--- config.mk ---
export PLATFORM = sky130hd
export DESIGN_NAME = annp_regs_flat
export DESIGN_NICKNAME = d
export VERILOG_FILES = /design/src/verilog/annp_pkg.sv /design/src/verilog/annp_mgmt_if.sv /design/src/verilog/annp_regs.sv /design/src/flat_wrapper.sv
export SDC_FILE = /design/constraint.sdc
export NUM_CORES = 1
export LEC_CHECK = 0
export ABC_CLOCK_PERIOD_IN_PS = 4000
export BUFFER_PORTS_ARGS = -buffer_cell sky130_fd_sc_hd__buf_2
export CORE_MARGIN = 2
export CORE_UTILIZATION = 54
export CTS_BUF_LIST = sky130_fd_sc_hd__clkbuf_8 sky130_fd_sc_hd__clkbuf_16
export DETAILED_ROUTE_END_ITERATION = 16
export HOLD_SLACK_MARGIN = 0.05
export PLACE_DENSITY = 0.84
export SKIP_LAST_GASP = 1
export SYNTH_ARGS = -nofsm -noshare
export SYNTH_HDL_FRONTEND = slang
export SYNTH_SLANG_ARGS = --single-unit
--- constraint.sdc ---
create_clock -name mclk -period 4 [get_ports mclk]
set_clock_uncertainty 0.05 [all_clocks]
set_input_delay 0.8 -clock mclk [delete_from_list [all_inputs] [get_ports mclk]]
set_output_delay 0.8 -clock mclk [all_outputs]
set_load 0.02 [all_outputs]
--- src/verilog/annp_pkg.sv ---
// Shared constants for the auto-negotiation next-page register bank
package annp_pkg;
  // Management register offsets
  localparam logic [4:0] ANNP_OFF_BASE_ADV   = 5'h04;
  localparam logic [4:0] ANNP_OFF_PARTNER    = 5'h05;
  localparam logic [4:0] ANNP_OFF_EXP_STATUS = 5'h06;
  localparam logic [4:0] ANNP_OFF_NP_TX      = 5'h07;
  localparam logic [4:0] ANNP_OFF_NP_RX      = 5'h08;
  localparam logic [4:0] ANNP_OFF_GIG_CFG    = 5'h09;
  // Reset values
  localparam logic [15:0] ANNP_RST_EXP_STATUS = 16'h0064;
  localparam logic [15:0] ANNP_RST_NP_TX      = 16'h2001;
  localparam logic [15:0] ANNP_RST_NP_RX      = 16'h2001;
  localparam logic [15:0] ANNP_RST_GIG_CFG    = 16'h0300;
  // Expansion status bit positions
  localparam int ANNP_EXP_LOC_VALID = 6;
  localparam int ANNP_EXP_STORE     = 5;
  localparam int ANNP_EXP_PD_FAULT  = 4;
  localparam int ANNP_EXP_LP_NP     = 3;
  localparam int ANNP_EXP_LOCAL_NP  = 2;
  localparam int ANNP_EXP_PAGE_RX   = 1;
  localparam int ANNP_EXP_LP_AN     = 0;
  // Next-page word bit positions
  localparam int ANNP_NP_MORE    = 15;
  localparam int ANNP_NP_ACK     = 14;
  localparam int ANNP_NP_MSG     = 13;
  localparam int ANNP_NP_ACK2    = 12;
  localparam int ANNP_NP_TOGGLE  = 11;
  localparam int ANNP_NP_CODE_HI = 10;
  // Gigabit configuration bit positions
  localparam int ANNP_CFG_TEST_LO   = 13;
  localparam int ANNP_CFG_ROLE_EN   = 12;
  localparam int ANNP_CFG_ROLE_VAL  = 11;
  localparam int ANNP_CFG_MULTIPORT = 10;
  localparam int ANNP_CFG_ADV_FD    = 9;
  localparam int ANNP_CFG_ADV_HD    = 8;
  localparam int ANNP_CFG_AUTO_TDR  = 7;
  // Writable masks of the two mixed registers
  localparam logic [15:0] ANNP_WMASK_NP_TX   = 16'hb7ff;
  localparam logic [15:0] ANNP_WMASK_GIG_CFG = 16'hff80;
  // Test transmission selections
  typedef enum logic [2:0] {
    ANNP_TM_NORMAL    = 3'b000,
    ANNP_TM_WAVEFORM  = 3'b001,
    ANNP_TM_JIT_MST   = 3'b010,
    ANNP_TM_JIT_SLV   = 3'b011,
    ANNP_TM_DISTORT   = 3'b100,
    ANNP_TM_SCR_IDLE  = 3'b101,
    ANNP_TM_REP_0001  = 3'b110,
    ANNP_TM_PULSE_63Z = 3'b111
  } annp_test_mode_t;
  // Controller bus offsets (byte addresses)
  localparam logic [3:0] ANNP_BUS_CMD    = 4'h0;
  localparam logic [3:0] ANNP_BUS_STATUS = 4'h4;
  // Command word fields
  localparam int ANNP_CMD_ADDR_LO  = 16;
  localparam int ANNP_CMD_WRITE    = 24;
endpackage

--- src/verilog/annp_mgmt_if.sv ---
// Management register access channel between controller and PHY bank
`timescale 1ns/1ps
interface annp_mgmt_if;
  logic        req;
  logic        we;
  logic [4:0]  addr;
  logic [15:0] wdata;
  logic        ack;
  logic [15:0] rdata;
  // Station management controller end
  modport ctrl (output req, output we, output addr, output wdata, input ack, input rdata);
  // PHY register bank end
  modport phy (input req, input we, input addr, input wdata, output ack, output rdata);
endinterface

--- src/verilog/annp_regs.sv ---
// PHY-side auto-negotiation expansion, next-page and gigabit config registers
//
// What this block does
// - Location-valid bit reads one after reset
// - Store-place bit reads one: pages land register 8
// - Parallel-detect fault latches high, clears on read
// - Page-received latches high, clears on status read
// - Partner next-page and autoneg ability shown read-only
// - Local next-page capability always reads one
// - Management sets more-pages flag while pages follow
// - Message flag, reset one, selects message page
// - Writable ack-two flag, reset zero, goes out
// - Transmit toggle flips per page, reads inverted at first; its bit on tx_next_page starts at zero
// - Eleven-bit writable page content, reset one
// - Received next page captured, reset 2001h
// - Received toggle flips per page, starts inverted
// - Three-bit test mode, zero is normal
// - Manual role enable forces master or slave
// - Port-type bit: zero single, one multi-port
// - Gigabit duplex advertise bits, reset one, then loaded from straps
// - Auto TDR launches after each link drop
`timescale 1ns/1ps
module annp_regs
  import annp_pkg::*;
(
  // Clock and reset
  input  wire logic       mclk,
  input  wire logic       rst_n,
  // Management channel
  annp_mgmt_if.phy        mgmt,
  // Auto-negotiation engine status
  input  wire logic       pd_fault_evt,
  input  wire logic       page_rx_evt,
  input  wire logic [15:0] page_rx_word,
  input  wire logic       page_tx_evt,
  input  wire logic       partner_np_capable,
  input  wire logic       partner_an_capable,
  input  wire logic       base_adv_toggle_src,
  input  wire logic       partner_base_toggle_src,
  input  wire logic       link_down_evt,
  // Strap levels for duplex advertisement
  input  wire logic       strap_adv_fd,
  input  wire logic       strap_adv_hd,
  // Configuration towards the PHY core
  output logic [15:0]     tx_next_page,
  output logic [2:0]      test_mode,
  output logic            force_role_enable,
  output logic            force_role_value,
  output logic            multi_port,
  output logic            adv_gig_full_duplex,
  output logic            adv_gig_half_duplex,
  output logic            tdr_start
);

  logic        ack_q;
  logic [15:0] rdata_q;
  logic        pd_fault_q;
  logic        page_rx_q;
  logic        partner_np_q;
  logic        partner_an_q;
  logic [15:0] np_tx_q;
  logic        tx_toggle_q;
  logic        tx_started_q;
  logic [15:0] np_rx_q;
  logic        rx_toggle_q;
  logic        rx_started_q;
  logic [15:0] cfg_q;
  logic        strap_taken_q;
  logic        tdr_start_q;

  // Access decode
  wire         access     = mgmt.req && !ack_q;
  wire         wr_access  = access && mgmt.we;
  wire         rd_access  = access && !mgmt.we;
  wire         hit_exp    = (mgmt.addr == ANNP_OFF_EXP_STATUS);
  wire         hit_np_tx  = (mgmt.addr == ANNP_OFF_NP_TX);
  wire         hit_np_rx  = (mgmt.addr == ANNP_OFF_NP_RX);
  wire         hit_cfg    = (mgmt.addr == ANNP_OFF_GIG_CFG);
  wire         exp_clear  = rd_access && hit_exp;

  // Live views of the read words
  wire         tx_toggle_now = tx_started_q ? tx_toggle_q : !base_adv_toggle_src;
  wire         rx_toggle_now = rx_started_q ? rx_toggle_q : !partner_base_toggle_src;
  wire [15:0]  exp_word;
  assign exp_word[15:7]              = 9'h000;
  assign exp_word[ANNP_EXP_LOC_VALID] = 1'b1;
  assign exp_word[ANNP_EXP_STORE]     = 1'b1;
  assign exp_word[ANNP_EXP_PD_FAULT]  = pd_fault_q;
  assign exp_word[ANNP_EXP_LP_NP]     = partner_np_q;
  assign exp_word[ANNP_EXP_LOCAL_NP]  = 1'b1;
  assign exp_word[ANNP_EXP_PAGE_RX]   = page_rx_q;
  assign exp_word[ANNP_EXP_LP_AN]     = partner_an_q;
  wire [15:0]  np_tx_word = {np_tx_q[15:12], tx_toggle_now, np_tx_q[10:0]} & ANNP_WMASK_NP_TX
                            | {4'h0, tx_toggle_now, 11'h000};
  wire [15:0]  np_rx_word = {np_rx_q[15:12], rx_toggle_now, np_rx_q[10:0]};
  wire [15:0]  read_mux   = hit_exp   ? exp_word   :
                            hit_np_tx ? np_tx_word :
                            hit_np_rx ? np_rx_word :
                            hit_cfg   ? cfg_q      : 16'h0000;

  // Next values of the mixed registers
  wire [15:0]  np_tx_wr  = mgmt.wdata & ANNP_WMASK_NP_TX;
  wire [15:0]  cfg_wr    = mgmt.wdata & ANNP_WMASK_GIG_CFG;

  // Channel answer: one cycle after the request is seen
  always_ff @(posedge mclk or negedge rst_n) begin
    if (!rst_n) begin
      ack_q   <= 1'b0;
      rdata_q <= 16'h0000;
    end else begin
      ack_q <= access;
      if (rd_access) begin
        rdata_q <= read_mux; // Value sampled before the clear lands
      end
    end
  end

  // Latched-high events, the set wins over the read clear
  always_ff @(posedge mclk or negedge rst_n) begin
    if (!rst_n) begin
      pd_fault_q <= ANNP_RST_EXP_STATUS[ANNP_EXP_PD_FAULT];
      page_rx_q  <= ANNP_RST_EXP_STATUS[ANNP_EXP_PAGE_RX];
    end else begin
      pd_fault_q <= pd_fault_evt || (pd_fault_q && !exp_clear);
      page_rx_q  <= page_rx_evt || (page_rx_q && !exp_clear);
    end
  end

  // Partner ability levels
  always_ff @(posedge mclk or negedge rst_n) begin
    if (!rst_n) begin
      partner_np_q <= ANNP_RST_EXP_STATUS[ANNP_EXP_LP_NP];
      partner_an_q <= ANNP_RST_EXP_STATUS[ANNP_EXP_LP_AN];
    end else begin
      partner_np_q <= partner_np_capable;
      partner_an_q <= partner_an_capable;
    end
  end

  // Transmit next page and its toggle
  always_ff @(posedge mclk or negedge rst_n) begin
    if (!rst_n) begin
      np_tx_q      <= ANNP_RST_NP_TX;
      tx_toggle_q  <= ANNP_RST_NP_TX[ANNP_NP_TOGGLE];
      tx_started_q <= 1'b0;
    end else begin
      if (wr_access && hit_np_tx) begin
        np_tx_q <= np_tx_wr;
      end
      if (page_tx_evt) begin
        tx_toggle_q  <= !tx_toggle_now;
        tx_started_q <= 1'b1;
      end
    end
  end

  // Captured partner next page and its toggle
  always_ff @(posedge mclk or negedge rst_n) begin
    if (!rst_n) begin
      np_rx_q      <= ANNP_RST_NP_RX;
      rx_toggle_q  <= ANNP_RST_NP_RX[ANNP_NP_TOGGLE];
      rx_started_q <= 1'b0;
    end else if (page_rx_evt) begin
      np_rx_q      <= page_rx_word;
      rx_toggle_q  <= !rx_toggle_now;
      rx_started_q <= 1'b1;
    end
  end

  // Gigabit config; straps load once after reset release
  always_ff @(posedge mclk or negedge rst_n) begin
    if (!rst_n) begin
      cfg_q         <= ANNP_RST_GIG_CFG;
      strap_taken_q <= 1'b0;
    end else begin
      strap_taken_q <= 1'b1;
      if (wr_access && hit_cfg) begin
        cfg_q <= cfg_wr;
      end else if (!strap_taken_q) begin
        cfg_q[ANNP_CFG_ADV_FD] <= strap_adv_fd;
        cfg_q[ANNP_CFG_ADV_HD] <= strap_adv_hd;
      end
    end
  end

  // Automatic cable test after each link drop
  always_ff @(posedge mclk or negedge rst_n) begin
    if (!rst_n) begin
      tdr_start_q <= 1'b0;
    end else begin
      tdr_start_q <= link_down_evt && cfg_q[ANNP_CFG_AUTO_TDR];
    end
  end

  // Outputs
  assign mgmt.ack            = ack_q;
  assign mgmt.rdata          = rdata_q;
  assign tx_next_page        = {np_tx_q[15:12], tx_toggle_q, np_tx_q[10:0]};
  assign test_mode           = cfg_q[15:ANNP_CFG_TEST_LO];
  assign force_role_enable   = cfg_q[ANNP_CFG_ROLE_EN];
  assign force_role_value    = cfg_q[ANNP_CFG_ROLE_VAL];
  assign multi_port          = cfg_q[ANNP_CFG_MULTIPORT];
  assign adv_gig_full_duplex = cfg_q[ANNP_CFG_ADV_FD];
  assign adv_gig_half_duplex = cfg_q[ANNP_CFG_ADV_HD];
  assign tdr_start           = tdr_start_q;

endmodule

--- src/flat_wrapper.sv ---
// flat-port wrapper written by rule: the top's interface ports become plain ports
module annp_regs_flat import annp_pkg::*;
  (mclk, rst_n, pd_fault_evt, page_rx_evt, page_rx_word, page_tx_evt, partner_np_capable, partner_an_capable, base_adv_toggle_src, partner_base_toggle_src, link_down_evt, strap_adv_fd, strap_adv_hd, tx_next_page, test_mode, force_role_enable, force_role_value, multi_port, adv_gig_full_duplex, adv_gig_half_duplex, tdr_start, mgmt_req, mgmt_we, mgmt_addr, mgmt_wdata, mgmt_ack, mgmt_rdata);
  annp_mgmt_if mgmt_i ();
  input  wire logic mclk;
  input  wire logic rst_n;
  input  wire logic pd_fault_evt;
  input  wire logic page_rx_evt;
  input  wire logic [15:0] page_rx_word;
  input  wire logic page_tx_evt;
  input  wire logic partner_np_capable;
  input  wire logic partner_an_capable;
  input  wire logic base_adv_toggle_src;
  input  wire logic partner_base_toggle_src;
  input  wire logic link_down_evt;
  input  wire logic strap_adv_fd;
  input  wire logic strap_adv_hd;
  output logic [15:0] tx_next_page;
  output logic [2:0] test_mode;
  output logic force_role_enable;
  output logic force_role_value;
  output logic multi_port;
  output logic adv_gig_full_duplex;
  output logic adv_gig_half_duplex;
  output logic tdr_start;
  input wire logic [$bits(mgmt_i.req)-1:0] mgmt_req;
  input wire logic [$bits(mgmt_i.we)-1:0] mgmt_we;
  input wire logic [$bits(mgmt_i.addr)-1:0] mgmt_addr;
  input wire logic [$bits(mgmt_i.wdata)-1:0] mgmt_wdata;
  output wire logic [$bits(mgmt_i.ack)-1:0] mgmt_ack;
  output wire logic [$bits(mgmt_i.rdata)-1:0] mgmt_rdata;
  assign mgmt_i.req = mgmt_req;
  assign mgmt_i.we = mgmt_we;
  assign mgmt_i.addr = mgmt_addr;
  assign mgmt_i.wdata = mgmt_wdata;
  assign mgmt_ack = mgmt_i.ack;
  assign mgmt_rdata = mgmt_i.rdata;
  annp_regs u_core (.mclk(mclk), .rst_n(rst_n), .mgmt(mgmt_i), .pd_fault_evt(pd_fault_evt), .page_rx_evt(page_rx_evt), .page_rx_word(page_rx_word), .page_tx_evt(page_tx_evt), .partner_np_capable(partner_np_capable), .partner_an_capable(partner_an_capable), .base_adv_toggle_src(base_adv_toggle_src), .partner_base_toggle_src(partner_base_toggle_src), .link_down_evt(link_down_evt), .strap_adv_fd(strap_adv_fd), .strap_adv_hd(strap_adv_hd), .tx_next_page(tx_next_page), .test_mode(test_mode), .force_role_enable(force_role_enable), .force_role_value(force_role_value), .multi_port(multi_port), .adv_gig_full_duplex(adv_gig_full_duplex), .adv_gig_half_duplex(adv_gig_half_duplex), .tdr_start(tdr_start));
endmodule
## Yosys cells after proc, flatten, opt, wreduce, memory -nomap -nowiden

Index checks and enable logic that the tools add are counted.

| storage, ports and cells | value |
|---|---|
| flip-flop bits (word level) | 66 |
| word-level logic and storage cells | 48 |

| cells by class | value |
|---|---|
| bitwise operators | 1 |
| reduce and logical (&&, ||, !) cells | 18 |
| equal/unequal tests | 5 |
| multiplexer cells | 8 |

Operators with widths:

| operator | number |
|---|---|
| two-way mux 16 bit | 4 |
| bitwise OR 16 x 12 -> 16 bit | 1 |
| == test 5 x 3 -> 1 bit, second input constant | 2 |
| == test 5 x 4 -> 1 bit, second input constant | 2 |
| logical AND 1 bit | 9 |
| logical NOT 1 bit | 7 |
| two-way mux 2 bit | 2 |
| logical OR 1 bit | 2 |
| two-way mux 1 bit | 2 |
| inequality test 2 bit, second input constant | 1 |

## Depth between registers and ports, before layout

Gate-level depths: netlist (run 1).

| depth | value |
|---|---|
| word-level depth | 7 |
| mapped depth | 6 |
| gate-level depth less buffers | 4 |

## Worst setup path before layout (run 1)

OpenSTA, ideal clock, no wires.

| path | value |
|---|---|
| path type | input -> register |
| start point | in mgmt_addr[3] |
| end point | reg u_core.np_tx_q[10] |
| path slack | 1.904 ns |
| arrival | 1.921 ns |
| library setup time | 0.125 ns |
| stages | 6 |
| path through | and4bb_1 > buf_6 > and4_4 > buf_6 > buf_12 > mux2_4 |

| on the way | value |
|---|---|
| longest elaborated chain between the ends | 2 |

RTL lines:

| item | line | text |
|---|---|---|
| start: declaration | flat_wrapper.sv:28 | `input wire logic [$bits(mgmt_i.addr)-1:0] mgmt_addr;` |
| == test 5 x 3 -> 1 bit | annp_regs.sv:76 | `wire hit_np_tx = (mgmt.addr == ANNP_OFF_NP_TX);` |
| logical AND 1 bit | annp_regs.sv:147 | `if (wr_access && hit_np_tx) begin` |
| end signal: assignment | annp_regs.sv:148 | `np_tx_q <= np_tx_wr;` |
| end: declaration | annp_regs.sv:61 | `logic [15:0] np_tx_q;` |

No other way between the ends.
A chain may end at the register's enable or synchronous reset.

## Worst setup path after layout (run 1)

| path | value |
|---|---|
| start point | in mgmt_addr[1] |
| end point | reg u_core.cfg_q[11] |

| on the way | value |
|---|---|
| longest elaborated chain between the ends | 2 |

RTL lines:

| item | line | text |
|---|---|---|
| == test 5 x 4 -> 1 bit | annp_regs.sv:78 | `wire hit_cfg = (mgmt.addr == ANNP_OFF_GIG_CFG);` |
| logical AND 1 bit | annp_regs.sv:177 | `if (wr_access && hit_cfg) begin` |
| end signal: assignment | annp_regs.sv:178 | `cfg_q <= cfg_wr;` |
| end signal: indexed assignment | annp_regs.sv:180 | `cfg_q[ANNP_CFG_ADV_FD] <= strap_adv_fd;` |
| end signal: indexed assignment | annp_regs.sv:181 | `cfg_q[ANNP_CFG_ADV_HD] <= strap_adv_hd;` |
| end: declaration | annp_regs.sv:67 | `logic [15:0] cfg_q;` |

No other way between the ends.

==> reports/qor.yml, run 1 <==
netlist_area_mm2: 0.00289
fill_cells: 393
synthesis.instances: 230
cpMaxStageDelayCell: "and4_1"
yosysWarningCount: 0
synthAdderAreaFrac_pct: 0
grt_pass1_vias: 1969
die_h_um: 77.2
wl_per_cell_um: 15.4
num_io_pins: 93
grt_use_met3_pct: 4.82
htree_num_levels: 3
syn_to_final_growth_pct: 19.9
end_kind: "register"
ant_nets: 0
clockPowerShare_pct: 29.2
slew_violations: 0
rows: 26
peakVddDrop_mv: 0.327
nNetsFinal: 364
synth.avg_cell_area_um2: 12.6
cts_tree: "done"
max_clock_freq_ghz: 0.427
cts_inserted_buffers: 9
period_needed_ns: 2.34
ys_ff_latch: 65
dr_total_vias: 2104
postCtsSetupRepairBufs: 0
grt_pass1_wl_mm: 9.59
start_kind: "input pin"
synth.top_cell.area_share_pct: 51.1
cts_hold_buffers: 0
synth_compound_area_share_pct: 12.3
port_buffers: 90
drv_cap: 0
antenna_found_initial: 0
synth_edf_count: 0
synth-main-ff-cell: "dfrtp_1"
clock-sinks: 65
synth_top_cell_by_area: "dfrtp_1"
seq_power_share_pct: 52.5
timing.final.crit_share_pct: 58.6
routabilityCongestion: 0.749
status: "finished clean"
synth_top_family_by_area: "multiplexers"
synth_xor_area_share_pct: 0
antennaDiodeCount: 0
switching_share_pct: 28.2
power_density_mw_per_mm2: 426
worstMarginPinSlew_ns: 0.976
vias_per_cell: 5.42
synthDistinctLibCells: 31
cp_data_required_time_ns: 4.16
grt-ovfl-total: 0
met2_usage_pct: 33.8
finalPower_mw: 1.48
setup_viol_count_final: 0
setup_tns_ns: 0
dp_hpwl_mm: 4.13
die_x_um: 77.2
cp_num_buf_inv: 2
yosys.area_share.simple_pct: 9.48
grt_max_degree: 47
initial_core_util_pct: 56.3
grt-busiest-layer: "met2"
slew_headroom_pct: 34.9
dieArea_mm2: 0.00596
grt_usage_pct: 21.1
async_reset_ff_share_pct: 100
crit_family: "simple AND/OR/NAND/NOR gates"
postCtsResizedCells: 0
cpPeakStageDelay_ns: 0.58
drc: 0
drive_gt1_share_pct: 47.2
ys_seq_area_share_pct: 56.5
switchingPower_uw: 417
share_comb_of_total_power_pct: 18.2
syn_nets: 281
path_cells: "buf_2 -> nor4b_4 -> buf_4 -> and4_1 -> mux2_2"
cp.arrival_ns: 2.50
use_met1_pct: 27.0
internal-power_mw: 1.06
clockRootBuffer: "clkbuf_8"
first_pass_iters: 5
drt-total-wl_mm: 5.98
p_leak_nw: 1.68
clockBufferDepth: 2
synth_mux_area_share_pct: 16.7
critPathMaxFanout: 25
drt_iter0_markers: 122
core_area_mm2: 0.00514
synth.area.top_cells: "dfrtp_1 (51%), mux2_2 (10%), dfstp_2 (5.5%), mux2_4 (5.2%), o21ai_0 (2.4%)"
crit_type: "input pin to register"
clk_pin_slew_ns: 0.06
finalHoldViolCount: 0
clk_latency_ns: 0.33
hold_class: "register to register"
rsz0062_at_grt: "false"
[cells by family after synthesis]
kind of cell,Yosys count
AO/OA/AOI/OAI,56
flip-flops,65
AND/OR/NAND/NOR,46
multiplexers,40
other,2
buffers and inverters,21
[sequential cells by signal, summed over array words and instances (netlist names), 9 cells and up]
| signal | cells |
|---|---|
| u_core.mgmt.rdata | 16 |
| u_core.np_rx_q | 15 |
| u_core.np_tx_q | 14 |
| u_core.cfg_q | 9 |
[placed cells by master, fill, tap and decap left out, drive strengths merged]
| cell type | count |
|---|---|
| buf | 93 |
| dfrtp | 59 |
| mux2 | 36 |
| nand2 | 16 |
| o21ai | 14 |
| a31oi | 11 |
| a21oi | 10 |
| clkbuf | 9 |
| nand3b | 8 |
| a22o | 7 |
| o21a | 7 |
| inv | 7 |
| nor2 | 6 |
| dfstp | 6 |
| nand2b | 4 |
| mux2i | 4 |
| a22oi | 4 |
| a21o | 3 |
| or2 | 2 |
| nand3 | 2 |
| conb | 2 |
| nor2b | 2 |
| and4 | 2 |
| and4bb | 1 |
| and2 | 1 |
| nor4b | 1 |
| or3b | 1 |
[metrics by stage]
| stage | util (%) | setup slack (ns) | hold WS (ns) | std cells | cell area (um2) |
|---|---|---|---|---|---|
| final | 67.5 | 1.66 | 0.424 | 388 | 3470 |
| after global routing | 67.5 | 1.62 | 0.455 | 388 | 3470 |
| after CTS | 67.5 | 1.66 | 0.428 | 388 | 3470 |
| after detailed placement | 64.5 | 1.27 | 0.416 | 372 | 3320 |
| after global placement | 64.5 | 1.35 | 0.404 | 372 | 3320 |
| after floorplan | - | 1.90 | 0.398 | 230 | 2890 |
[power groups by stage]
stage                     sequential, mW  clock [mW]  combinational [mW]
after floorplan                    0.839           0               0.113
after global placement             0.784           0               0.266
after detailed placement           0.787           0               0.273
after CTS                          0.776       0.442               0.274
after global routing               0.785       0.472               0.291
final                              0.776       0.431               0.269
[tightest hold or removal path, delay by kind of cell, from the launching register on]
| kind | cells | cell delay [ns] |
|---|---|---|
| compound gates | 1 | 0.06 |
| flops | 1 | 0.34 |
| simple gates | 1 | 0.04 |
[cells in the mapped netlist, types with 2 or more instances]
master    count
nor2_1        6
buf_6         2
nand2_1      16
buf_4         6
o21a_1        7
nand3b_1      8
a22oi_1       4
conb_1        2
o21ai_0      14
dfrtp_1      59
a21o_1        3
a31oi_1      11
a22o_1        7
or2_2         2
buf_2         4
mux2i_1       4
dfstp_2       6
mux2_4       10
nor2b_1       2
nand2b_1      4
mux2_2       26
clkbuf_1      8
nand3_1       2
a21oi_1      10
[path summary, 6_finish.rpt]
check	startpoint	to	slack, ns	cells after the start
setup / recovery	mgmt_addr[1]	u_core.cfg_q[11]	1.66	5
min in group asynchronous	rst_n	u_core.cfg_q[10]	0.58	1
setup reg to reg	u_core.mgmt.ack	u_core.pd_fault_q	2.08	4
hold reg to reg	u_core.mgmt.rdata[14]	u_core.mgmt.rdata[14]	0.42	2
hold / removal	u_core.mgmt.rdata[14]	u_core.mgmt.rdata[14]	0.42	2
max in group asynchronous	rst_n	u_core.np_tx_q[0]	2.43	2
[cell type report]
| type | instances | area (um2) | area share (%) |
|---|---|---|---|
| tap | 70 | 87.6 | 2.53 |
| clock buffer | 9 | 124 | 3.57 |
| clock inverter | 7 | 26.3 | 0.758 |
| timing repair buffer | 93 | 473 | 13.6 |
| multi-input combinational | 144 | 1120 | 32.4 |
| sequential | 65 | 1630 | 47.1 |
[routing by layer]
metal / routed length (um) / share of wire [%]
met1: 2590 / 43
met2: 2900 / 48
met3: 408 / 6.8
met4: 81 / 1.4
met5: 0 / 0
(Power assumes the default switching activity.)
==> inputs of run 2 (changes only) <==
--- a/config.mk
+++ b/config.mk
@@ -5,14 +5,14 @@
 export SDC_FILE = /design/constraint.sdc
 export NUM_CORES = 1
 export LEC_CHECK = 0
-export ABC_CLOCK_PERIOD_IN_PS = 4000
+export ABC_CLOCK_PERIOD_IN_PS = 2000
 export BUFFER_PORTS_ARGS = -buffer_cell sky130_fd_sc_hd__buf_2
 export CORE_MARGIN = 2
-export CORE_UTILIZATION = 54
+export CORE_UTILIZATION = 46
 export CTS_BUF_LIST = sky130_fd_sc_hd__clkbuf_8 sky130_fd_sc_hd__clkbuf_16
 export DETAILED_ROUTE_END_ITERATION = 16
 export HOLD_SLACK_MARGIN = 0.05
-export PLACE_DENSITY = 0.84
+export PLACE_DENSITY = 0.76
 export SKIP_LAST_GASP = 1
 export SYNTH_ARGS = -nofsm -noshare
 export SYNTH_HDL_FRONTEND = slang
==> constraint.sdc (replaced) <==
create_clock -name mclk -period 2 [get_ports mclk]
set_clock_uncertainty 0.05 [all_clocks]
set_input_delay 0.4 -clock mclk [delete_from_list [all_inputs] [get_ports mclk]]
set_output_delay 0.4 -clock mclk [all_outputs]
set_load 0.02 [all_outputs]
==> run 2 against run 1 <==
Design area up 4.3%; total power increased by 130%; worst hold slack worse by 0.30 ns; global-route usage fell by 2.2 points; count of clock-buffer cells in the layout is 2 higher; clock power rose to 2.9 times the previous value; via count shrank 0.19%; routed wire length rose by 4.2%; largest cell class unchanged.
==> reports/qor.yml, run 2 (synthesized netlist as in run 1, its figures left out) <==
setup_tns_ns: 0
dieArea_mm2: 0.00694
max_clock_freq_ghz: 0.614
r2r-end: "u_core.np_tx_q[2]"
crit_type: "register to register"
dr_total_vias: 2100
cp.arrival_ns: 1.79
clockRootBuffer: "clkbuf_8"
use_met1_pct: 25.5
clk_pin_slew_ns: 0.07
grt_max_degree: 66
port_buffers: 90
r2r_cells: 3
status: "finished clean"
nNetsFinal: 369
num_io_pins: 93
hold_path_startpoint: "partner_an_capable"
clock-sinks: 65
power_density_mw_per_mm2: 932
finalPower_mw: 3.37
r2r-start: "u_core.mgmt.ack"
timing.final.crit_share_pct: 81.4
fill_cells: 508
initial_core_util_pct: 48.3
postCtsSetupRepairBufs: 0
hold_class: "input pin to register"
pre_cts_slack_ns: 0.224
drv_cap: 0
wl_per_cell_um: 15.7
vias_per_cell: 5.28
holdPathEnd: "u_core.partner_an_q"
first_pass_iters: 4
cts_inserted_buffers: 9
cts_tree: "done"
drive_gt1_share_pct: 49.8
slew_violations: 0
grt-busiest-layer: "met2"
htree_num_levels: 3
final_common_cell: "buf_2"
dp_hpwl_mm: 4.14
grt_pass1_wl_mm: 10.3
cp_data_required_time_ns: 2.16
drt_iter0_markers: 88
setup_viol_count_final: 0
antennaDiodeCount: 0
largest_reg_flops: 16
grt_usage_pct: 18.9
setup_ws_ns: 0.371
grt_pass1_vias: 2077
core_area_mm2: 0.00599
routabilityCongestion: 0.741
postCtsResizedCells: 0
met2_usage_pct: 28.7
fin_hold_ws_ns: 0.120
rsz0062_at_grt: "false"
r2r_slack_ns: 0.37
ant_nets: 0
critPathMaxFanout: 14
rows: 28
drt-total-wl_mm: 6.23
multiInputGateArea_mm2: 0.00112
clockBufferDepth: 2
syn_to_final_growth_pct: 25.1
hold_depth: 1
grt_use_met3_pct: 4.27
finalHoldViolCount: 0
period_needed_ns: 1.63
die_x_um: 83.3
seqCellArea_mm2: 0.00163
peakVddDrop_mv: 0.606
cts_hold_buffers: 1
final_cell_mix: "buf_2 (90), dfrtp_1 (59), mux2_2 (26)"
worstSetupStartpoint: "u_core.mgmt.ack"
end_kind: "register"
antenna_found_initial: 0
start_kind: "register"
drc: 0
die_h_um: 83.3
p_leak_nw: 1.73
clk_latency_ns: 0.34
grt-ovfl-total: 0
-- run 2: cell count changes in the layout (fill, tap and decap cells not counted), moves of 2 or more --
cell | previous run | this run
buf_4 | 3 | 5
buf_12 | 0 | 2
clkbuf_8 | 9 | 11
bufinv_16 | 0 | 2
clkinv_2 | 0 | 2
inv_1 | 7 | 0
-- run 2: worst max path at each step --
stage	to	slack [ns]	depth (start not counted)
2_1_floorplan	u_core.np_tx_q[10]	0.30	6
3_3_place_gp	u_core.np_tx_q[2]	0.25	4
3_5_place_dp	u_core.np_tx_q[1]	0.22	4
4_1_cts	u_core.np_tx_q[2]	0.37	3
5_1_grt	u_core.np_tx_q[2]	0.30	3
6_report	u_core.np_tx_q[2]	0.37	3
-- run 2: where the power goes --
part	internal, mW	switching, mW	total, mW
combinational	0.243	0.305	0.548
clock	0.766	0.501	1.27
sequential	1.46	0.0895	1.55
-- run 2: metrics by stage --
stage,cell area (um2),util (%),instances
final,3620,60.4,398
after global routing,3620,60.4,398
after CTS,3620,60.4,398
after detailed placement,3380,56.4,381
after global placement,3380,56.4,381
after floorplan,2890,-,230
-- run 2: layout make-up --
class,instances,area share [%]
clock buffers,11,4.19
multi-input cells,144,31.0
flip-flops and latches,65,45.2
clock inverters,5,2.14
well taps,75,2.59
repair buffers,98,14.9
-- run 2: per-layer routing --
layer,vias up,wire [um]
li1,990,-
met5,-,0
met4,0,120
met3,12,393
met1,1025,2820
met2,73,2900
-- run 2: critical path, stage by stage (launching register included) --
cell and delay, ns:
dfrtp_1 0.39, nor2b_1 0.25, and4_4 0.46, mux2_2 0.37
==> inputs of run 3 (changes only) <==
--- a/config.mk
+++ b/config.mk
@@ -5,14 +5,14 @@
 export SDC_FILE = /design/constraint.sdc
 export NUM_CORES = 1
 export LEC_CHECK = 0
-export ABC_CLOCK_PERIOD_IN_PS = 2000
+export ABC_CLOCK_PERIOD_IN_PS = 1570
 export BUFFER_PORTS_ARGS = -buffer_cell sky130_fd_sc_hd__buf_2
 export CORE_MARGIN = 2
-export CORE_UTILIZATION = 46
+export CORE_UTILIZATION = 50
 export CTS_BUF_LIST = sky130_fd_sc_hd__clkbuf_8 sky130_fd_sc_hd__clkbuf_16
 export DETAILED_ROUTE_END_ITERATION = 16
 export HOLD_SLACK_MARGIN = 0.05
-export PLACE_DENSITY = 0.76
+export PLACE_DENSITY = 0.79
 export SKIP_LAST_GASP = 1
 export SYNTH_ARGS = -nofsm -noshare
 export SYNTH_HDL_FRONTEND = slang
==> constraint.sdc (replaced) <==
create_clock -name mclk -period 1.57 [get_ports mclk]
set_clock_uncertainty 0.05 [all_clocks]
set_input_delay 0.314 -clock mclk [delete_from_list [all_inputs] [get_ports mclk]]
set_output_delay 0.314 -clock mclk [all_outputs]
set_load 0.02 [all_outputs]
==> run 3 against run 2 <==
Cell count increased by 0.25%; largest power group unchanged; clock power decreased by 6%; sequential power increased by 28%; routed wire length increased by 2.7%; highest routed layer unchanged; sequential cell count unchanged; core utilization increased by 4.9 points.
==> reports/qor.yml, run 3 (synthesized netlist as in run 1, its figures left out) <==
share_comb_of_total_power_pct: 18.3
dp.cells: 380
drc: 0
grt_usage_pct: 20.9
max_clock_freq_ghz: 0.671
final_common_cell: "buf_2"
die_x_um: 80.0
fin_hold_ws_ns: 0.118
setup_ws_ns: 0.0802
finalHoldViolCount: 0
dr_total_vias: 2130
start_kind: "register"
fin_cells: 399
routabilityCongestion: 0.722
crit_type: "register to register"
clockBufferDepth: 2
drive_gt1_share_pct: 49.8
pre_cts_slack_ns: -0.0838
cp_data_required_time_ns: 1.73
drv_cap: 0
dieArea_mm2: 0.00641
timing.final.crit_share_pct: 94.9
setup_viol_count_final: 0
clk_latency_ns: 0.33
vias_per_cell: 5.34
status: "finished clean"
internal-power_mw: 2.78
grt_use_met3_pct: 5.09
antenna_found_initial: 0
grt-ovfl-total: 0
final_cell_mix: "buf_2 (90), dfrtp_1 (58), mux2_2 (23)"
wl_per_cell_um: 16.0
clockPowerShare_pct: 30.8
largest_reg_flops: 16
clockRootBuffer: "clkbuf_8"
power_density_mw_per_mm2: 1080
use_met1_pct: 26.8
die_h_um: 80.0
rows: 27
syn_to_final_growth_pct: 25.0
clk_pin_slew_ns: 0.07
seq_power_share_pct: 50.9
switchingPower_mw: 1.12
first_pass_iters: 4
cpMaxStageDelayCell: "dfrtp_2"
grt_max_degree: 66
switching_share_pct: 28.7
num_io_pins: 93
port_buffers: 90
antennaDiodeCount: 0
path_cells: "nor2b_2 -> and4_4 -> buf_4 -> mux2_2"
postCtsSetupRepairBufs: 0
dp_hpwl_mm: 4.39
core_area_mm2: 0.00554
slew_violations: 0
finalPower_mw: 3.90
rsz0062_at_grt: "false"
clock-sinks: 65
grt_pass1_wl_mm: 9.96
initial_core_util_pct: 52.2
hold_class: "input pin to register"
period_needed_ns: 1.49
cts_inserted_buffers: 9
grt_pass1_vias: 2088
ant_nets: 0
nNetsFinal: 373
p_leak_nw: 1.74
peakVddDrop_mv: 0.609
grt-busiest-layer: "met2"
cts_tree: "done"
htree_num_levels: 3
critPathMaxFanout: 4
cpPeakStageDelay_ns: 0.42
met2_usage_pct: 33.6
drt-total-wl_mm: 6.40
drt_iter0_markers: 155
cp.arrival_ns: 1.65
end_kind: "register"
-- run 3: worst paths after layout --
check | from | endpoint | slack, ns | depth (start not counted)
setup / recovery | u_core.mgmt.ack | u_core.np_tx_q[2] | 0.08 | 4
hold / removal | pd_fault_evt | u_core.pd_fault_q | 0.12 | 2
setup reg to reg | u_core.mgmt.ack | u_core.np_tx_q[2] | 0.08 | 4
hold reg to reg | u_core.mgmt.ack | u_core.mgmt.ack | 0.43 | 1
max in group asynchronous | rst_n | u_core.np_rx_q[13] | 0.67 | 3
min in group asynchronous | rst_n | u_core.tdr_start | 0.47 | 3
-- run 3: what timing repair did --
item / in CTS / in global routing
resized for setup: 0 / 1
hold buffers: 3 / 0
endpoints found under the setup margin: 0 / 26
endpoints found under the hold margin: 61 / 0
-- run 3: per-stage QoR --
| stage | setup TNS, ns | area (um2) | utilization [%] |
|---|---|---|---|
| after floorplan | -0.207 | 2920 | - |
| after global placement | -0.932 | 3420 | 61.7 |
| after detailed placement | -1.04 | 3420 | 61.7 |
| after CTS | 0 | 3610 | 65.2 |
| after global routing | 0 | 3610 | 65.2 |
| final | 0 | 3610 | 65.2 |
-- run 3: worst max-delay path, delay by kind of cell, from the launching register on --
kind          cells  cell delay [ns]
buf+inv           1             0.13
flops             1             0.42
simple gates      2             0.43
mux               1             0.33
-- run 3: area by class of cell --
cell class | count | area (um2)
fill | 435 | 1930
sequential | 65 | 1640
tap | 72 | 90.1
timing repair buffer | 102 | 586
multi-input combinational | 144 | 1140
clock inverter | 6 | 27.5
clock buffer | 10 | 138
-- run 3: power groups by stage --
| stage | Combinational, mW | Clock, mW | Sequential [mW] |
|---|---|---|---|
| final | 0.713 | 1.20 | 1.98 |
| after global routing | 0.770 | 1.30 | 2.00 |
| after CTS | 0.722 | 1.22 | 1.98 |
| after detailed placement | 0.715 | 0 | 2.01 |
| after global placement | 0.697 | 0 | 2.01 |
| after floorplan | 0.296 | 0 | 2.14 |
-- run 3: metal layers --
layer	routed length (um)	vias to the layer above	share of wire, %
met5	0	-	0
met4	70	0	1.1
met3	406	8	6.3
met2	3110	76	49
met1	2810	1044	44
li1	-	1002	-
